<file path="src/liu_mode_pkg.sv">
`default_nettype none
package liu_mode_pkg;
  localparam int unsigned N_CH = 9;
  localparam int unsigned ADDR_W = 8;
  // Byte addresses, one aligned 32-bit word per register
  localparam logic [7:0] TERM_BASE = 8'h00;   // rx_termination_config, ch n at +4*n
  localparam logic [7:0] STD_BASE  = 8'h40;   // channel config, ch n at +4*n
  localparam logic [7:0] STAT_STD  = 8'h80;   // resolved line standard, 1 = E1
  localparam logic [7:0] STAT_SE   = 8'h84;   // resolved input mode, 1 = single ended
  localparam logic [7:0] STAT_MODE = 8'h88;   // matching mode, 2 bits per channel
  localparam logic [7:0] STAT_RES  = 8'h8C;   // internal resistor code, 2 bits per channel
  localparam logic [7:0] STAT_PINS = 8'h90;   // strap pin levels
  localparam logic [1:0] BANK_TERM = 2'h0;
  localparam logic [1:0] BANK_STD  = 2'h1;
  // Field positions
  localparam int unsigned TERM_RES_LSB = 0;
  localparam int unsigned TERM_EXT_BIT = 2;
  localparam int unsigned SE_BIT       = 3;
  localparam int unsigned FULL_BIT     = 4;
  localparam int unsigned STD_BIT      = 0;
  // Reset values
  localparam logic [7:0]  TERM_RST  = 8'h04;
  localparam logic [8:0]  STD_RST   = 9'h000;
  localparam logic [31:0] RDATA_RST = 32'h0000_0000;
  typedef enum logic [1:0] {
    MATCH_EXT  = 2'b00,
    MATCH_PART = 2'b01,
    MATCH_FULL = 2'b10
  } match_mode_t;
endpackage
`default_nettype wire

</file>
<file path="src/liu_cfg_if.sv">
`timescale 1ns/1ps
`default_nettype none
interface liu_cfg_if;
  logic                                  mode_open;
  logic                                  std_open;
  logic                                  force_high;
  logic [8:0]                            std_bits;
  logic [8:0][7:0]                       term_cfg;
  logic [8:0]                            tip;
  logic [8:0]                            ring;
  logic [8:0]                            std_e1;
  logic [8:0]                            single_ended;
  logic [8:0]                            rx_pos;
  logic [8:0]                            rx_neg;
  liu_mode_pkg::match_mode_t [8:0]       mode;
  logic [8:0][1:0]                       res;
  modport ctl (output mode_open, std_open, force_high, std_bits, term_cfg, tip, ring,
               input std_e1, single_ended, rx_pos, rx_neg, mode, res);
  modport dec (input mode_open, std_open, force_high, std_bits, term_cfg, tip, ring,
               output std_e1, single_ended, rx_pos, rx_neg, mode, res);
endinterface
`default_nettype wire

</file>
<file path="src/liu_chan_decode.sv">
`timescale 1ns/1ps
`default_nettype none
module liu_chan_decode (
  liu_cfg_if.dec cfg   // Pins and register fields in, resolved modes out
);
  for (genvar n = 0; n < 9; n++) begin : g_ch
    logic se;
    logic internal;
    // Open strap gives T1/J1, low gives E1
    assign cfg.std_e1[n] = cfg.mode_open ? ~cfg.std_open
                                         : cfg.std_bits[n];
    assign se = cfg.term_cfg[n][liu_mode_pkg::SE_BIT];
    assign cfg.single_ended[n] = se;
    assign cfg.rx_pos[n] = cfg.tip[n];
    assign cfg.rx_neg[n] = se ? 1'b0 : cfg.ring[n];
    // Force pin low overrides everything; single ended has no internal path
    assign internal = cfg.force_high & ~se
                    & ~cfg.term_cfg[n][liu_mode_pkg::TERM_EXT_BIT];
    assign cfg.mode[n] = !internal ? liu_mode_pkg::MATCH_EXT
                       : cfg.term_cfg[n][liu_mode_pkg::FULL_BIT] ? liu_mode_pkg::MATCH_FULL
                       : liu_mode_pkg::MATCH_PART;
    assign cfg.res[n] = internal ? cfg.term_cfg[n][liu_mode_pkg::TERM_RES_LSB +: 2]
                                 : 2'h0;
  end
endmodule
`default_nettype wire

</file>
<file path="src/liu_mode_select.sv">
// Summary of operation
// With the global mode pin open, every channel takes its standard from the standard pin (open T1/J1, low E1) and the channel bit is unused.
// With the global mode pin low, the standard pin is unused and each channel bit picks the standard, 0 for T1/J1 and 1 for E1.
// Bit 3 of each channel's termination config picks differential or single ended receive.
// Differential receive uses tip and ring, single ended uses tip alone.
// One impedance-force pin acts on all nine receivers at once, faster than register writes.
// While the force pin is low every receiver is in external matching and the code and full-internal bits are ignored.
// While the force pin is high each channel follows its own termination code and full-internal bit.
// Termination code bit 2 at 0 enables internal matching with the programmable resistor.
// Termination code bit 2 at 1 selects external matching and ignores bit 4 and code bits 1 to 0.
// With internal matching, bit 4 picks partial (0) or full (1) internal matching.
// With internal matching, code bits 1 to 0 set the internal resistor value.
// Single ended receive supports external matching only and ignores the termination code.
// Each channel has resolved standard, input mode and matching outputs derived combinationally.
//
// Local design decisions: the Avalon-MM interface to the registers and the register addresses.
`timescale 1ns/1ps
`default_nettype none
module liu_mode_select (
  input  wire logic        i_core_clk,                     // 10 MHz clock
  input  wire logic        i_rst,                          // Sync reset, active high
  input  wire logic        i_ce,                           // Clock enable, freezes state
  input  wire logic [7:0]  i_avs_address,                  // Byte address
  input  wire logic        i_avs_read,                     // Read request
  input  wire logic        i_avs_write,                    // Write request
  input  wire logic [31:0] i_avs_writedata,                // Write data
  output logic [31:0]      o_avs_readdata,                 // Read data
  output logic             o_avs_waitrequest,              // Stall
  input  wire logic        i_global_mode_select_pin,       // 1 open, 0 low
  input  wire logic        i_global_line_standard_pin,     // 1 open, 0 low
  input  wire logic        i_rx_impedance_force_pin,       // 0 forces external match
  input  wire logic [8:0]  i_rx_tip_input,                 // Tip per channel
  input  wire logic [8:0]  i_rx_ring_input,                // Ring per channel
  output logic [8:0]       o_line_std_e1,                  // 1 E1, 0 T1/J1
  output logic [8:0]       o_single_ended,                 // 1 single ended
  output logic [17:0]      o_match_mode,                   // 2 bits per channel
  output logic [17:0]      o_internal_match_resistor,      // 2 bits per channel
  output logic [8:0]       o_rx_pos,                       // Tip path to receiver
  output logic [8:0]       o_rx_neg                        // Ring path, 0 if single ended
);
  liu_cfg_if cfg ();

  logic [8:0][7:0] term_q;
  logic [8:0]      std_q;
  logic            ack_q;
  logic [31:0]     rdata_q;
  logic            req;
  logic            wr_en;
  logic [3:0]      idx;
  logic            aligned;
  logic            idx_ok;
  logic [31:0]     rd_mux;

  // Bus slave: one wait cycle, then the request is taken
  assign req               = i_avs_read | i_avs_write;
  assign o_avs_waitrequest = req & ~(ack_q & i_ce);
  assign wr_en             = i_avs_write & ack_q & i_ce;
  assign idx               = i_avs_address[5:2];
  assign aligned           = (i_avs_address[1:0] == 2'h0);
  assign idx_ok            = aligned && (idx < 4'(liu_mode_pkg::N_CH));

  always_ff @(posedge i_core_clk) begin
    if (i_rst) begin
      ack_q <= 1'b0;
    end else if (i_ce) begin
      ack_q <= req & ~ack_q;
    end
  end

  for (genvar n = 0; n < 9; n++) begin : g_reg
    always_ff @(posedge i_core_clk) begin
      if (i_rst) begin
        term_q[n] <= liu_mode_pkg::TERM_RST;
        std_q[n]  <= liu_mode_pkg::STD_RST[n];
      end else if (wr_en && idx_ok && idx == 4'(n)) begin
        if (i_avs_address[7:6] == liu_mode_pkg::BANK_TERM) begin
          term_q[n] <= i_avs_writedata[7:0];
        end
        if (i_avs_address[7:6] == liu_mode_pkg::BANK_STD) begin
          std_q[n] <= i_avs_writedata[liu_mode_pkg::STD_BIT];
        end
      end
    end
  end

  // Unmapped addresses read as zero and ignore writes
  always_comb begin
    rd_mux = 32'h0000_0000;
    if (idx_ok && i_avs_address[7:6] == liu_mode_pkg::BANK_TERM) begin
      rd_mux = {24'h00_0000, term_q[idx]};
    end else if (idx_ok && i_avs_address[7:6] == liu_mode_pkg::BANK_STD) begin
      rd_mux = {31'h0000_0000, std_q[idx]};
    end else begin
      unique case (i_avs_address)
        liu_mode_pkg::STAT_STD:  rd_mux = {23'h00_0000, cfg.std_e1};
        liu_mode_pkg::STAT_SE:   rd_mux = {23'h00_0000, cfg.single_ended};
        liu_mode_pkg::STAT_MODE: rd_mux = {14'h0000, cfg.mode};
        liu_mode_pkg::STAT_RES:  rd_mux = {14'h0000, cfg.res};
        liu_mode_pkg::STAT_PINS: rd_mux = {29'h0000_0000, i_rx_impedance_force_pin,
                                           i_global_line_standard_pin,
                                           i_global_mode_select_pin};
        default:                 rd_mux = 32'h0000_0000;
      endcase
    end
  end

  always_ff @(posedge i_core_clk) begin
    if (i_rst) begin
      rdata_q <= liu_mode_pkg::RDATA_RST;
    end else if (i_ce && i_avs_read && !ack_q) begin
      rdata_q <= rd_mux;
    end
  end
  assign o_avs_readdata = rdata_q;

  assign cfg.mode_open  = i_global_mode_select_pin;
  assign cfg.std_open   = i_global_line_standard_pin;
  assign cfg.force_high = i_rx_impedance_force_pin;
  assign cfg.std_bits   = std_q;
  assign cfg.term_cfg   = term_q;
  assign cfg.tip        = i_rx_tip_input;
  assign cfg.ring       = i_rx_ring_input;

  liu_chan_decode u_decode (
    .cfg (cfg.dec)
  );

  // Outputs follow pins and fields with no register stage
  assign o_line_std_e1             = cfg.std_e1;
  assign o_single_ended            = cfg.single_ended;
  assign o_match_mode              = cfg.mode;
  assign o_internal_match_resistor = cfg.res;
  assign o_rx_pos                  = cfg.rx_pos;
  assign o_rx_neg                  = cfg.rx_neg;

  global_std_a: assert property (@(posedge i_core_clk) disable iff (i_rst)
    i_global_mode_select_pin |-> o_line_std_e1 == {9{~i_global_line_standard_pin}})
    else $error("global standard not applied");

  chan_std_a: assert property (@(posedge i_core_clk) disable iff (i_rst)
    !i_global_mode_select_pin |-> o_line_std_e1 == std_q)
    else $error("channel standard bit not applied");

  se_write_a: assert property (@(posedge i_core_clk) disable iff (i_rst)
    wr_en && i_avs_address == liu_mode_pkg::TERM_BASE
    |=> o_single_ended[0] == $past(i_avs_writedata[liu_mode_pkg::SE_BIT]))
    else $error("single ended select not taken from write");

  rx_path_a: assert property (@(posedge i_core_clk) disable iff (i_rst)
    o_rx_pos == i_rx_tip_input && o_rx_neg == (i_rx_ring_input & ~o_single_ended))
    else $error("receive input routing wrong");

  force_ext_a: assert property (@(posedge i_core_clk) disable iff (i_rst)
    !i_rx_impedance_force_pin |-> o_match_mode == 18'h0_0000
                                  && o_internal_match_resistor == 18'h0_0000)
    else $error("force pin did not set all receivers external");

  for (genvar n = 0; n < 9; n++) begin : g_chk
    logic int_en;
    assign int_en = i_rx_impedance_force_pin && !term_q[n][liu_mode_pkg::SE_BIT]
                    && !term_q[n][liu_mode_pkg::TERM_EXT_BIT];

    int_match_a: assert property (@(posedge i_core_clk) disable iff (i_rst)
      int_en |-> o_match_mode[2*n +: 2] != liu_mode_pkg::MATCH_EXT)
      else $error("internal matching not enabled");

    ext_match_a: assert property (@(posedge i_core_clk) disable iff (i_rst)
      term_q[n][liu_mode_pkg::TERM_EXT_BIT] |-> o_match_mode[2*n +: 2] == liu_mode_pkg::MATCH_EXT
                                               && o_internal_match_resistor[2*n +: 2] == 2'h0)
      else $error("external matching not selected");

    full_sel_a: assert property (@(posedge i_core_clk) disable iff (i_rst)
      int_en |-> o_match_mode[2*n +: 2] == (term_q[n][liu_mode_pkg::FULL_BIT]
                 ? liu_mode_pkg::MATCH_FULL : liu_mode_pkg::MATCH_PART))
      else $error("full internal select wrong");

    res_code_a: assert property (@(posedge i_core_clk) disable iff (i_rst)
      int_en |-> o_internal_match_resistor[2*n +: 2] == term_q[n][1:0])
      else $error("internal resistor code wrong");

    se_ext_a: assert property (@(posedge i_core_clk) disable iff (i_rst)
      term_q[n][liu_mode_pkg::SE_BIT] |-> o_match_mode[2*n +: 2] == liu_mode_pkg::MATCH_EXT)
      else $error("single ended not external");
  end

  // Mode pin must be steady too, or a per-channel value may equal the new one
  comb_out_a: assert property (@(posedge i_core_clk) disable iff (i_rst)
    $changed(i_global_line_standard_pin) && i_global_mode_select_pin
    && $past(i_global_mode_select_pin)
    |-> o_line_std_e1 != $past(o_line_std_e1))
    else $error("standard output lags the pin");

  ce_freeze_a: assert property (@(posedge i_core_clk) disable iff (i_rst)
    !i_ce |=> $stable(term_q) && $stable(std_q) && $stable(ack_q) && $stable(rdata_q))
    else $error("state moved while clock enable low");

  wait_first_a: assert property (@(posedge i_core_clk) disable iff (i_rst)
    req && !ack_q |-> o_avs_waitrequest)
    else $error("first request cycle not stalled");

  for (genvar n = 0; n < 9; n++) begin : g_wr_chk
    term_write_a: assert property (@(posedge i_core_clk) disable iff (i_rst)
      wr_en && i_avs_address == liu_mode_pkg::TERM_BASE + 8'(4 * n)
      |=> term_q[n] == $past(i_avs_writedata[7:0]))
      else $error("termination config write lost");

    std_write_a: assert property (@(posedge i_core_clk) disable iff (i_rst)
      wr_en && i_avs_address == liu_mode_pkg::STD_BASE + 8'(4 * n)
      |=> std_q[n] == $past(i_avs_writedata[liu_mode_pkg::STD_BIT]))
      else $error("channel standard write lost");
  end

  wait_one_a: assert property (@(posedge i_core_clk) disable iff (i_rst)
    i_ce && req && !ack_q ##1 i_ce |-> !o_avs_waitrequest)
    else $error("slave did not answer after one wait cycle");
endmodule
`default_nettype wire

</file>
<file path="config.mk">
export PLATFORM = sky130hd
export DESIGN_NAME = liu_mode_select
export DESIGN_NICKNAME = d
export VERILOG_FILES = /design/src/liu_mode_pkg.sv /design/src/liu_cfg_if.sv /design/src/liu_chan_decode.sv /design/src/liu_mode_select.sv
export SDC_FILE = /design/constraint.sdc
export NUM_CORES = 1
export LEC_CHECK = 0
export BUFFER_PORTS_ARGS = -buffer_cell sky130_fd_sc_hd__buf_2
export CELL_PAD_IN_SITES_DETAIL_PLACEMENT = 0
export CELL_PAD_IN_SITES_GLOBAL_PLACEMENT = 2
export CORE_AREA = 5 5 151 153
export DETAILED_ROUTE_END_ITERATION = 12
export DIE_AREA = 0 0 156 158
export PLACE_DENSITY_LB_ADDON = 0.1
export SLEW_MARGIN = 15
export SYNTH_ARGS = -nofsm -noshare
export SYNTH_HDL_FRONTEND = slang
export SYNTH_SLANG_ARGS = --single-unit
</file>
<file path="constraint.sdc">
create_clock -name i_core_clk -period 1.9 [get_ports i_core_clk]
set_clock_uncertainty 0.15 [all_clocks]
set_input_delay 0.095 -clock i_core_clk [delete_from_list [all_inputs] [get_ports i_core_clk]]
set_output_delay 0.095 -clock i_core_clk [all_outputs]
set_load 0.05 [all_outputs]
</file>
# Word-level counts from Yosys, hierarchy flattened
# Index checks and enable logic that the tools add are counted.
# classes
n_mux,52
div_mod_pow,0
n_shift,0
addsub,0
reduce_logical,37
eq_ne,14
bitwise_logic,45
n_mul,0
order_cmp,2
# ops
op,n
18-bit one-hot mux with 5 select lines,1
2-bit 2-to-1 mux,27
8-bit equality test (second input constant),5
18-bit 2-to-1 mux,2
2-bit AND reduction,18
8-bit binary-select mux with 4-bit select,1
1-bit bitwise AND,23
1-bit NOT,21
1-bit 2-to-1 mux,19
4-bit by 3-bit equality test with 1-bit output (second input constant),4
1-bit logical AND,15
4-bit by 2-bit equality test with 1-bit output (second input constant),2
8-bit 2-to-1 mux,1
4-bit by 5-bit less-than comparator with 1-bit output (second input constant),1
1-bit binary-select mux with 4-bit select,1
4-bit by 1-bit equality test with 1-bit output (second input constant),1
4-bit equality test (second input constant),1
2-bit zero test,2
4-bit zero test,1
4-bit less-than comparator (second input constant),1
2-bit by 1-bit equality test with 1-bit output (second input constant),1
1-bit zero test,1
1-bit bitwise OR,1
# word_totals
input_bits,66
mem_bits_rw,0
latch_bits,0
register_bits,114
romBits,0
mem_count,0

# Logic depth before layout (Yosys ltp)
# logic_depth
depth_word,7
depth_mapped,9
mapped_depth_nobuf,5

# Modules after synthesis
# A second synthesis with hierarchy kept.
# unflattened
cells_unflattened,613
hier_area_um2,5686.7
# by_module_without_submodules
mod,area_each_um2,cells_per_inst,instances
liu_mode_select,5056.1,521,1
liu_chan_decode,630.6,92,1

# Worst setup path after synthesis
# OpenSTA, ideal clock, no wires.
# synth_timing
kind,register to register
startpoint,register term_q (netlist bit cfg.term_cfg[19])
endpoint,"register rdata_q[4], in the netlist o_avs_readdata[4]"
path_stages_with_launch,5
path_buffers,0
arrival_time_ps,1848
slack_ps,-175
setup_time_ps,77
required_time_ps,1673
path_cell_list,dfxtp_1 nor3b_1 nor2b_1 a221oi_1 o22ai_1
# synth_between
elab_chain_len,7
# synth_rtl
element,line_no,rtl
from (decl),liu_mode_select.sv:43,logic [8:0][7:0] term_q;
"from (signal, indexed assignment)",liu_mode_select.sv:73,term_q[n] <= liu_mode_pkg::TERM_RST;
"from (signal, indexed assignment)",liu_mode_select.sv:77,term_q[n] <= i_avs_writedata[7:0];
1-bit NOT,liu_chan_decode.sv:17,assign internal = cfg.force_high & ~se
1-bit bitwise AND,liu_chan_decode.sv:17,
1-bit bitwise AND,liu_chan_decode.sv:18,& ~cfg.term_cfg[n][liu_mode_pkg::TERM_EXT_BIT];
2-bit 2-to-1 mux,liu_chan_decode.sv:19,assign cfg.mode[n] = !internal ? liu_mode_pkg::MATCH_EXT
net o_match_mode[4],liu_mode_select.sv:36,"output logic [17:0] o_match_mode,"
18-bit one-hot mux with 5 select lines,liu_mode_select.sv:94,unique case (i_avs_address)
18-bit 2-to-1 mux,liu_mode_select.sv:91,end else if (idx_ok && i_avs_address[7:6] == liu_mode_pkg::BANK_STD) begin
18-bit 2-to-1 mux,liu_mode_select.sv:89,if (idx_ok && i_avs_address[7:6] == liu_mode_pkg::BANK_TERM) begin
to (signal assigned),liu_mode_select.sv:109,rdata_q <= liu_mode_pkg::RDATA_RST;
to (signal assigned),liu_mode_select.sv:111,rdata_q <= rd_mux;
to (decl),liu_mode_select.sv:46,logic [31:0] rdata_q;
# The timed path passes the listed nets, and every way through them passes these cells.
# A chain may end at the register's enable or synchronous reset.

# Worst setup path in the final report
# layout_timing
startpoint,register term_q (netlist bit cfg.term_cfg[26])
endpoint,output port o_internal_match_resistor[6]
# layout_between
elab_chain_len,3
# layout_rtl
element,line_no,rtl
1-bit NOT,liu_chan_decode.sv:18,
1-bit bitwise AND,liu_chan_decode.sv:18,
2-bit 2-to-1 mux,liu_chan_decode.sv:22,assign cfg.res[n] = internal ? cfg.term_cfg[n][liu_mode_pkg::TERM_RES_LSB +: 2]
to (decl),liu_mode_select.sv:37,"output logic [17:0] o_internal_match_resistor,"
# Every way passes these cells.

==> flow_summary.ini <==
[run_status]
status = finished, final reports clean

[sta]
final_max_slew_viol_count = 0
rsz0062_at_grt = true
fin_setup_tns_ps = 0
fmax_mhz = 540.9
min_period_ps = 1849
post-route-period-util_pct = 97.29
worst_slack_ps = 51.40
setup_viol = 0
whs_ps = 40.02
hold_violations = 0

[synth]
ys.flop_type = dfxtp_1
synth_top_area_cell = dfxtp_1
ys_seq_area_share_pct = 35.32
avgSynthCellArea_um2 = 8.447
ys_ff_latch = 100
syn_area_um2 = 5668
yosysWarnings = 0
synth_top_area_share_pct = 35.32
synth_commonest_cells = nand2_1 (106), dfxtp_1 (100), nor2_1 (66), a21oi_1 (56), nand3_1 (37)
synth_most_common_cell = nand2_1
netlist_instances = 671
yosysUniqueCellTypes = 62
synthArstFlopShare_pct = 0
synthTopCellsByArea = dfxtp_1 (35%), nand2_1 (7.0%), mux4_2 (6.8%)
synth-edff-count = 0

[cells_and_area]
fill_cells = 2259
area_delta_synth_final_pct = 34.48
final_core_util_pct = 35.59
drive_gt1_share_pct = 36.47
n_antenna_cell = 0
nets = 913

[detailed_routing]
wl_per_cell_um = 20.35
wl_um = 23000
firstDrtPassIters = 5
via_per_inst = 4.923
vias = 5563
drc = 0
ant_nets = 0
drt-initial-drc-count = 300

[worst_setup_path]
crit_type = reg -> out
critical_path_buf_inv_count = 4
slowest_stage = dfxtp_1
worstPathRequired_ps = 1650
crit_path_start_kind = register
critPathMaxStageDelay_ps = 310
critPathCaptureType = output pin
cp_max_fo = 5
critPathMostFrequentCell = buf_4
r2r_setup_slack_ps = 60
path_cells = buf_4 -> nor3b_1 -> buf_4 -> nand2_1 -> inv_1 -> clkbuf_4
cp_top_family = buffers and inverters
arrival_ps = 1600

[place]
place_congestion = 0.9092
portBuffers = 114
dp_hpwl_um = 17880
dp_slack_ps = -294.4

[power_and_ir_drop]
ir_drop_mv = 0.3832
p_leak_nw = 3.237
power.total_mw = 4.540
power_density_nw_per_um2 = 595.7

[run]
drv_cap = 0

[floorplanning]
die_y_um = 158
pin_count = 171
die_w_um = 156
rows = 54
die_area_um2 = 24650
start_util_pct = 26.46
fp.coreArea_um2 = 21420

[global_routing]
use_met3_pct = 2.187
grt_pass1_vias = 5623
overflow = 0
track_usage_pct = 18.55
grt_use_met2_pct = 32.25
use_met1_pct = 23.78
busiest_layer = met2
grt_max_degree = 78
grt_pass1_wl_um = 34670
grt_antenna_before_repair = 1

[clock_network]
clk_pin_slew_ps = 70
cts_tree = built
clk_latency_ps = 360
clockRootBuffer = clkbuf_16
ctsLongestPathBuffers = 2
cts_max_level = 3
clock_sinks = 100
cts_made_buffers = 9

[hold_path]
hold_path.class = in -> out
path summary, 6_finish.rpt:
check	startpoint	depth (start not counted)	end
worst max-delay path	cfg.term_cfg[26]	6	o_internal_match_resistor[6]
worst max register to register	cfg.term_cfg[60]	5	o_avs_readdata[4]
worst min-delay path	i_rx_tip_input[5]	0	o_rx_pos[5]
worst min register to register	cfg.term_cfg[55]	2	cfg.term_cfg[55]
power by group:
part           total (mW)  internal, mW  switching [mW]
Clock                1.76         0.912           0.853
Sequential           2.12          2.11          0.0126
Combinational       0.657         0.202           0.455
state kept, by name, summed over array words and instances (netlist names):
signal	cells
cfg.term_cfg	72
o_avs_readdata	18
ack_q	1
cfg.std_bits	9
cells by family after synthesis:
logic type | after synthesis | share of synthesized area, %
compound gates | 122 | 14.35
buf+inv | 86 | 9.051
flops | 100 | 35.32
mux | 54 | 13.55
other cells | 1 | 0.06616
simple gates | 308 | 27.66
repair_timing:
action                                 in CTS  in global routing
hold buffers                                9                  0
pin swaps                                   4                  1
gates resized for setup                    12                 23
setup endpoints to repair                  14                 64
endpoints found under the hold margin      59                  0
buffers inserted                            0                  1
layer usage:
metal / share of wire (%) / vias to the layer above
li1: - / 2668
met1: 44 / 2700
met2: 50 / 166
met3: 4.6 / 29
met4: 2.1 / 0
met5: 0 / -
per-stage QoR:
step	area [µm²]	std cells
2_1_floorplan	5747	684
3_3_place_gp	7129	1106
3_5_place_dp	7129	1106
4_1_cts	7528	1129
5_1_grt	7622	1130
6_report	7622	1130
layout by cell type, fill, tap and decap left out, types with 3 or more instances in the layout:
| master | instances |
|---|---|
| dlygate4sd3_1 | 9 |
| nor2_2 | 3 |
| o22ai_1 | 3 |
| a311oi_1 | 3 |
| conb_1 | 14 |
| inv_1 | 3 |
| a221o_1 | 4 |
| dfxtp_1 | 97 |
| mux2i_1 | 25 |
| mux4_2 | 17 |
| o21ai_0 | 6 |
| nor2b_1 | 18 |
| a21oi_1 | 55 |
| a22o_1 | 6 |
| nor3b_2 | 5 |
| and2_1 | 28 |
| clkbuf_16 | 9 |
| clkbuf_4 | 5 |
| a22oi_1 | 9 |
| nor2b_2 | 6 |
| nand2_2 | 3 |
| mux2_2 | 12 |
| a32o_1 | 5 |
| nand3_1 | 36 |
| a221oi_1 | 4 |
| nand3_2 | 3 |
| nand3b_1 | 6 |
| dfxtp_2 | 3 |
| buf_4 | 104 |
| o31a_1 | 7 |
| buf_2 | 104 |
| nor3_1 | 3 |
| nand2_1 | 105 |
| buf_12 | 11 |
| a211o_1 | 6 |
| nor2_1 | 64 |
layout make-up:
| type | instances | area [µm²] | share of cell area (%) |
|---|---|---|---|
| multi-input cells | 498 | 3318 | 43.53 |
| flip-flops and latches | 100 | 2006 | 26.31 |
| repair buffers | 235 | 1672 | 21.93 |
| well taps | 280 | 350.3 | 4.596 |
| clock buffers | 10 | 239.0 | 3.135 |
| clock inverters | 4 | 26.28 | 0.3447 |
| inverters | 3 | 11.26 | 0.1477 |
Power figures use the tool's default switching activity.
